<file path="src/common/fecc_consts.vh">
// constants for the ecc error-tracking block
`ifndef FECC_CONSTS_VH
`define FECC_CONSTS_VH
// command opcodes
`define FECC_OP_UNIT_READ 8'h19
`define FECC_OP_CLEAR 8'h1b
`define FECC_OP_REG_READ 8'h65
// lane modes
`define FECC_LANE_SINGLE 2'h0
`define FECC_LANE_DUAL 2'h1
`define FECC_LANE_QUAD 2'h2
// phase lengths in bits
`define FECC_CMD_BITS 6'h08
`define FECC_ADDR_BITS 6'h18
// register addresses for the generic register read
`define FECC_RA_STATUS 24'h000100
`define FECC_RA_COUNT 24'h000101
`define FECC_RA_TRAP 24'h000102
// field positions and limits
`define FECC_STATUS_FLAG_BIT 4
`define FECC_UNIT_FLAG_BIT 3
`define FECC_UNIT_LSB 3
`define FECC_COUNT_MAX 16'hffff
// reset values
`define FECC_STATUS_RST 8'h00
`define FECC_COUNT_RST 16'h0000
`define FECC_TRAP_RST 32'h00000000
`endif

</file>
<file path="src/logic/fecc_top.v">
// ecc error tracking and command handling behind the serial pins
// Overview of operation
// - status register only via generic register read
// - tracking works on aligned eight-byte units
// - status bit 4 sticky double error flag
// - clear command zeroes double error flag
// - 16-bit counter counts double errors on reads
// - counter saturates at all ones
// - counter zero after reset and power-down exit
// - clear zeroes flags, trap and counter
// - trap holds first failing unit address
// - later errors only bump counter
// - trap reads zero after power-down exit
// - decode unit read and clear opcodes
// - ignore three low address bits
// - wait latency dummies, then shift status byte
// - bytes past status byte are don't-care
// - unit status bit 3 flags double error
// - clear needs no write enable latch
// - unit read of bad unit sets flag
// - single-bit errors never reported
// - special sector and registers not tracked
`timescale 1ns/100ps
`include "fecc_consts.vh"
module fecc_top (
  input wire clock,                // system clock, 10 MHz
  input wire rst,                  // synchronous reset, active high
  input wire ce,                   // clock enable, freezes state when low
  input wire spi_sck,              // serial clock pin
  input wire spi_cs_n,             // chip select pin, active low
  input wire [3:0] spi_io_in,      // data pins, input side
  output reg [3:0] spi_io_out,     // data pins, output side
  output reg [3:0] spi_io_oe,      // data pins, output enable
  input wire [1:0] lane_mode,      // single, dual or quad protocol
  input wire ddr_mode,             // double data rate selected
  input wire [3:0] latency_code,   // dummy cycles from config_register_one
  input wire dbl_err_det,          // pulse: double error on array read
  input wire [23:0] dbl_err_addr,  // byte address of that read
  input wire dbl_err_special,      // error came from a non-tracked region
  input wire dpd_exit,             // pulse: leaving deep_power_down
  output reg unit_query_req,       // pulse: ask array for unit state
  output reg [20:0] unit_query_addr, // unit index being queried
  input wire unit_query_dbl,       // addressed unit holds double error
  output reg [7:0] ecc_status,     // status register image
  output reg [15:0] double_error_count, // double error counter
  output reg [31:0] first_error_address_trap // first failing unit
);

  localparam ST_CMD = 3'h0;
  localparam ST_ADDR = 3'h1;
  localparam ST_DUMMY = 3'h2;
  localparam ST_DATA = 3'h3;
  localparam ST_IGNORE = 3'h4;

  localparam OP_NONE = 2'h0;
  localparam OP_UNIT = 2'h1;
  localparam OP_REG = 2'h2;
  localparam OP_CLR = 2'h3;

  // pin synchronisers: first stage read only by second stage
  reg [5:0] pin_s1_r;
  reg [5:0] pin_s2_r;
  reg sck_d_r;
  reg cs_n_d_r;
  wire sck_s = pin_s2_r[5];
  wire cs_n_s = pin_s2_r[4];
  wire [3:0] io_s = pin_s2_r[3:0];
  wire sck_rise = sck_s & ~sck_d_r;
  wire sck_fall = ~sck_s & sck_d_r;
  wire cs_rise = cs_n_s & ~cs_n_d_r;

  always @(posedge clock) begin
    if (rst) begin
      pin_s1_r <= 6'h30;
      pin_s2_r <= 6'h30;
      sck_d_r <= 1'b1;
      cs_n_d_r <= 1'b1;
    end else if (ce) begin
      pin_s1_r <= {spi_sck, spi_cs_n, spi_io_in};
      pin_s2_r <= pin_s1_r;
      sck_d_r <= sck_s;
      cs_n_d_r <= cs_n_s;
    end
  end

  reg [2:0] st_r;
  reg [1:0] op_r;
  reg [5:0] cnt_r;
  reg [3:0] dummy_r;
  reg [31:0] in_sr_r;
  reg [31:0] out_sr_r;
  reg first_r;
  reg flag_r;
  reg trap_full_r;

  // bits moved per clock edge and the shifted input word
  reg [5:0] wbits;
  reg [31:0] in_sr_nxt;
  always @* begin
    case (lane_mode)
      `FECC_LANE_DUAL: begin
        wbits = 6'h02;
        in_sr_nxt = {in_sr_r[29:0], io_s[1:0]};
      end
      `FECC_LANE_QUAD: begin
        wbits = 6'h04;
        in_sr_nxt = {in_sr_r[27:0], io_s};
      end
      default: begin
        wbits = 6'h01;
        in_sr_nxt = {in_sr_r[30:0], io_s[0]};
      end
    endcase
  end

  wire [5:0] cnt_nxt = cnt_r + wbits;
  wire [3:0] dummy_nxt = dummy_r + 4'h1;

  reg [31:0] reg_word;
  always @* begin
    case (in_sr_r[23:0])
      `FECC_RA_STATUS: reg_word = {ecc_status, 24'h000000};
      `FECC_RA_COUNT: reg_word = {double_error_count, 16'h0000};
      `FECC_RA_TRAP: reg_word = first_error_address_trap;
      default: reg_word = 32'h00000000;
    endcase
  end

  // unit status byte, only bit 3 can be set
  wire [7:0] unit_byte = {4'h0, unit_query_dbl, 3'h0};
  wire [31:0] load_word = (op_r == OP_UNIT) ?
    {unit_byte, 24'h000000} : reg_word;
  wire [31:0] cur_word = first_r ? load_word : out_sr_r;

  // word left after this edge; zeros trail so extra bytes read zero
  reg [31:0] shifted_word;
  reg [3:0] drive_bits;
  reg [3:0] drive_oe;
  always @* begin
    case (lane_mode)
      `FECC_LANE_DUAL: begin
        shifted_word = {cur_word[29:0], 2'h0};
        drive_bits = {2'h0, cur_word[31:30]};
        drive_oe = 4'h3;
      end
      `FECC_LANE_QUAD: begin
        shifted_word = {cur_word[27:0], 4'h0};
        drive_bits = cur_word[31:28];
        drive_oe = 4'hf;
      end
      default: begin
        shifted_word = {cur_word[30:0], 1'h0};
        drive_bits = {2'h0, cur_word[31], 1'h0};
        drive_oe = 4'h2;
      end
    endcase
  end

  // status fetched during the first output edge of a unit read
  wire unit_read_hit = ce & sck_fall & ~cs_n_s & (st_r == ST_DATA) &
    first_r & (op_r == OP_UNIT) & unit_query_dbl;
  // clear runs at select release, no latch check
  wire clr_cmd = ce & cs_rise & (op_r == OP_CLR);

  // command sequencer on synchronised pin edges
  always @(posedge clock) begin
    if (rst) begin
      st_r <= ST_CMD;
      op_r <= OP_NONE;
      cnt_r <= 6'h00;
      dummy_r <= 4'h0;
      in_sr_r <= 32'h00000000;
      out_sr_r <= 32'h00000000;
      first_r <= 1'b0;
      spi_io_out <= 4'h0;
      spi_io_oe <= 4'h0;
      unit_query_req <= 1'b0;
      unit_query_addr <= 21'h000000;
    end else if (ce) begin
      unit_query_req <= 1'b0;
      if (cs_n_s) begin
        // deselect ends any command and frees the pins
        st_r <= ST_CMD;
        op_r <= OP_NONE;
        cnt_r <= 6'h00;
        first_r <= 1'b0;
        spi_io_oe <= 4'h0;
      end else if (sck_rise) begin
        case (st_r)
          ST_CMD: begin
            in_sr_r <= in_sr_nxt;
            cnt_r <= cnt_nxt;
            if (cnt_nxt == `FECC_CMD_BITS) begin
              cnt_r <= 6'h00;
              st_r <= ST_IGNORE;
              // double data rate forms never accepted
              if (!ddr_mode) begin
                case (in_sr_nxt[7:0])
                  `FECC_OP_UNIT_READ: begin
                    op_r <= OP_UNIT;
                    st_r <= ST_ADDR;
                  end
                  `FECC_OP_REG_READ: begin
                    op_r <= OP_REG;
                    st_r <= ST_ADDR;
                  end
                  `FECC_OP_CLEAR: op_r <= OP_CLR;
                  default: op_r <= OP_NONE;
                endcase
              end
            end
          end
          ST_ADDR: begin
            in_sr_r <= in_sr_nxt;
            cnt_r <= cnt_nxt;
            if (cnt_nxt == `FECC_ADDR_BITS) begin
              cnt_r <= 6'h00;
              dummy_r <= 4'h0;
              // low three bits dropped, unit index kept
              unit_query_addr <= in_sr_nxt[23:`FECC_UNIT_LSB];
              unit_query_req <= (op_r == OP_UNIT);
              // dummy phase length from latency code
              if (latency_code == 4'h0) begin
                st_r <= ST_DATA;
                first_r <= 1'b1;
              end else begin
                st_r <= ST_DUMMY;
              end
            end
          end
          ST_DUMMY: begin
            dummy_r <= dummy_nxt;
            if (dummy_nxt == latency_code) begin
              st_r <= ST_DATA;
              first_r <= 1'b1;
            end
          end
          default: begin
            cnt_r <= cnt_r;
          end
        endcase
      end else if (sck_fall && st_r == ST_DATA) begin
        // status shifted out most significant first
        // no auto-increment, later bits shift zeros
        first_r <= 1'b0;
        out_sr_r <= shifted_word;
        spi_io_out <= drive_bits;
        spi_io_oe <= drive_oe;
      end
    end
  end

  // only double errors reach the tracking logic
  // errors from special sector or registers dropped
  wire det_ok = ce & dbl_err_det & ~dbl_err_special;
  wire wipe = clr_cmd | (ce & dpd_exit);

  // counter: a detection in a clearing cycle still counts
  reg [15:0] count_base;
  reg [15:0] count_nxt;
  always @* begin
    count_base = wipe ? `FECC_COUNT_RST : double_error_count;
    count_nxt = count_base;
    if (det_ok && count_base != `FECC_COUNT_MAX) begin
      count_nxt = count_base + 16'h0001;
    end
  end

  // tracking registers; a set beats a clear in the same cycle
  always @(posedge clock) begin
    if (rst) begin
      double_error_count <= `FECC_COUNT_RST;
      first_error_address_trap <= `FECC_TRAP_RST;
      trap_full_r <= 1'b0;
      flag_r <= 1'b0;
      ecc_status <= `FECC_STATUS_RST;
    end else if (ce) begin
      double_error_count <= count_nxt;
      // trap wiped on power-down exit or clear
      if (wipe) begin
        first_error_address_trap <= `FECC_TRAP_RST;
        trap_full_r <= 1'b0;
      end
      // stored address aligned to eight bytes
      if (det_ok && (wipe || !trap_full_r)) begin
        first_error_address_trap <=
          {8'h00, dbl_err_addr[23:`FECC_UNIT_LSB], 3'h0};
        trap_full_r <= 1'b1;
      end
      // unit read of failing unit also sets it
      if (det_ok || unit_read_hit) begin
        flag_r <= 1'b1;
      end else if (wipe) begin
        flag_r <= 1'b0;
      end
      ecc_status <= {3'h0,
        (det_ok | unit_read_hit) | (flag_r & ~wipe), 4'h0};
    end
  end

endmodule

</file>
<file path="config.mk">
export PLATFORM = sky130hd
export DESIGN_NAME = fecc_top
export DESIGN_NICKNAME = d
export VERILOG_FILES = /design/src/logic/fecc_top.v
export VERILOG_INCLUDE_DIRS = /design/src /design/src/common
export SDC_FILE = /design/constraint.sdc
export NUM_CORES = 1
export LEC_CHECK = 0
export ABC_CLOCK_PERIOD_IN_PS = 4360
export BUFFER_PORTS_ARGS = -buffer_cell sky130_fd_sc_hd__buf_2
export CAP_MARGIN = 5
export CORE_ASPECT_RATIO = 0.75
export CORE_MARGIN = 2
export CORE_UTILIZATION = 50
export DETAILED_ROUTE_END_ITERATION = 12
export PLACE_DENSITY = 0.72
export SYNTH_ARGS = -nofsm -noshare
export SYNTH_HDL_FRONTEND = slang
export SYNTH_SLANG_ARGS = --single-unit
</file>
<file path="constraint.sdc">
create_clock -name clock -period 4.36 [get_ports clock]
set_input_delay 0.872 -clock clock [delete_from_list [all_inputs] [get_ports clock]]
set_output_delay 0.872 -clock clock [all_outputs]
set_load 0.005 [all_outputs]
</file>
==> impl_metrics.yaml <==
setup_path:
  crit_top_cell: "inv_1"
  slowest_stage: "or4b_2"
  end_kind: "flop"
  cp-start-kind: "primary input"
  max_stage_delay_ns: 0.64
  crit_chain: "buf_2 > inv_1 > ha_2 > ha_1 > inv_1 > fa_1 > xnor2_1 > nor4b_1 > o21a_1 > a31oi_1 > or4b_2 > a21oi_1"
  r2r-start: "pin_s2_r[4]"
  arrival_ns: 3.81
  crit_start: "lane_mode[0]"
  crit_required_ns: 4.72
  critical_path.max_fanout: 4
  path_class: "primary input to flop"
global_route:
  antenna_found_initial: 0
  grt_start_max_net_pins: 70
  grt_first_pass_wirelength_um: 36400
  grt_usage_pct: 26.9
  grt_pass1_vias: 6771
  grt_overflow_total: 0
yosys:
  synth_enable_flop_cells: 0
  avgSynthCellArea_um2: 7.84
  yosys.area_share.simple_pct: 22.8
  synthXorXnorAreaFrac_pct: 2.55
  seq_area_frac_synth_pct: 38.3
  synth_ff_type: "dfxtp_1"
  yosysWarnings: 0
  postSynthCellCount: 1006
  yosys.area.top_type_share_pct: 38.3
  ys_types: 77
  ys_ff_latch: 151
  synthAdderAreaFrac_pct: 1.52
  synthMuxAreaShare_pct: 1.65
  synth-compound-area-share_pct: 26.3
  ys_async_sr_fraction_pct: 0
  synth.cell_area_um2: 7890
  synthTopCellsByArea: "dfxtp_1, nand2_1, a21oi_1"
  synth_top_family_by_area: "compound AO/OA/AOI/OAI gates"
  yosys.area.top_type: "dfxtp_1"
timing:
  clock_skew_ns: 0.00818
  setup_tns_ns: 0
  hold_viol_final: 0
  period_needed_ns: 3.44
  worstMarginPinSlew_ns: 0.901
  fmax_mhz: 290
  finalCritPeriodShare_pct: 79.0
  rsz0062_at_grt: "no"
  setup_viol: 0
  slew_headroom_pct: 39.7
  finalMaxSlewViolations: 0
drt:
  drc: 0
  ant_nets: 0
  via_per_inst: 5.99
  first_iter_violations: 759
  drt_pre_antenna_iters: 6
  vias: 7738
  avgRoutedWirePerCell_um: 17.3
  routed_wl_um: 22400
placement:
  gp_congestion: 0.909
  dp_hpwl_um: 14900
  placed_cells: 1260
  numPortBuffers: 108
finish:
  fillCellCount: 1445
  area.growth.synth_to_final_pct: 14.7
  antenna_cells: 0
  finalNonFillerCells: 1292
  fin_nets: 1127
  final_common_cell: "nand2_1"
  final_cell_mix: "nand2_1, dfxtp_1, buf_2"
  drive_above_1_share_pct: 16.6
  fin_util_pct: 59.0
die:
  io_pins: 130
  die_h_um: 113
  start_util_pct: 51.5
  die_x_um: 149
  core_um2: 15300
  num_rows: 39
  dieArea_um2: 16800
cts:
  cts_tree: "built"
  root_buffer: "clkbuf_16"
  cts_resized: 0
  cts_buffers: 17
  cts_max_level: 4
  cts_setup_buffers: 0
  clock_sinks: 151
  postCtsHoldBufs: 0
  clockBufferDepth: 2
  worstSkewPairLatency_ns: 0.43
  clk_pin_slew_ns: 0.07
power:
  ir_drop_mv: 0.257
  p_leak_uw: 0.00328
  powerDensity_nw_per_um2: 344
run_status:
  status: "completed"
min_path:
  min-delay-start: "unit_query_addr[19]"
  hold_path.class: "flop to flop"
run:
  maxCapViolations: 0
[flip-flops by register name, indices dropped and copies added, names as in the netlist, 4 cells and up]
name / cells
unit_query_addr: 21
double_error_count: 16
in_sr_r: 24
spi_io_out: 4
cnt_r: 6
first_error_address_trap: 21
out_sr_r: 28
dummy_r: 4
pin_s2_r: 6
pin_s1_r: 6
[final timing paths]
kind                                              end  slack, ns  depth (start not counted)
worst max-delay path                          op_r[0]       0.92                         12
worst min register to register    unit_query_addr[19]       0.45                          2
worst max register to register  double_error_count[3]       1.47                         10
worst min-delay path              unit_query_addr[19]       0.45                          2
[cell usage after synthesis, drive strengths merged, types with 3 or more instances]
cell       n
clkbuf    54
o2bb2ai    6
dfxtp    151
nand3     41
o31ai      5
nand3b     3
inv       17
o21a       4
and3       9
o21ai     39
a31oi     18
a311oi     3
a211oi     7
a41oi      3
mux2i     13
a21oi     99
o211ai     3
and4       3
nor3      20
or4        4
xor2       8
ha         8
xnor2     15
nor4       7
nor2b      8
nand4      8
o221ai     3
buf       41
nor2      57
a32oi      9
and2       8
nand2    199
or3        5
a22oi     57
a221oi     6
nand2b     3
a22o      24
[critical path: cells and delay by family]
kind	cells	cell delay, ns
simple gates	2	1.12
buf+inv	3	0.19
fa+ha+maj	3	0.88
compound gates	3	0.57
xor+xnor	1	0.16
[per-layer routing]
| metal | track usage, % | share of wire [%] | up-vias |
|---|---|---|---|
| li1 | - | - | 3745 |
| met1 | 41.7 | 50 | 3597 |
| met2 | 36.7 | 40 | 373 |
| met3 | 6.57 | 9.6 | 23 |
| met4 | 6.92 | 1.1 | 0 |
| met5 | 0 | 0 | - |
[cells by family (layout without fill, tap and decap cells)]
kind of cell             after synthesis  after routing
buffers and inverters                114            178
AND/OR/NAND/NOR                      388            388
adder cells (fa/ha/maj)                9              9
multiplexers                          13             13
other                                  1             18
flip-flops                           151            151
AO/OA/AOI/OAI                        307            307
XOR/XNOR                              23             23
[final cells by class]
cell class / instances / area, um2 / area share [%]
inverters: 19 / 71.3 / 0.788
clock buffers: 19 / 443 / 4.90
multi-input cells: 758 / 4400 / 48.7
flip-flops and latches: 151 / 3020 / 33.4
clock inverters: 13 / 164 / 1.81
well taps: 205 / 256 / 2.84
repair buffers: 127 / 686 / 7.58
[metrics by stage]
stage | worst slack [ns] | hold WS (ns) | total power (uW) | instance area (um2)
floorplan | 0.687 | 0.426 | 1560 | 7950
global placement | 0.561 | 0.438 | 1610 | 8440
detailed placement | 0.537 | 0.442 | 1610 | 8440
CTS | 0.982 | 0.451 | 3120 | 9050
global route | 0.780 | 0.465 | 3210 | 9050
finish | 0.915 | 0.449 | 3110 | 9050
[report_power, final]
part | total (uW) | internal, uW | switching, uW | leakage (uW)
Combinational | 173 | 53.0 | 120 | 0.00176
Clock | 1530 | 880 | 650 | 0.000298
Sequential | 1410 | 1390 | 16.3 | 0.00122
Total | 3110 | 2330 | 786 | 0.00328
Power figures use the tool's default switching activity.
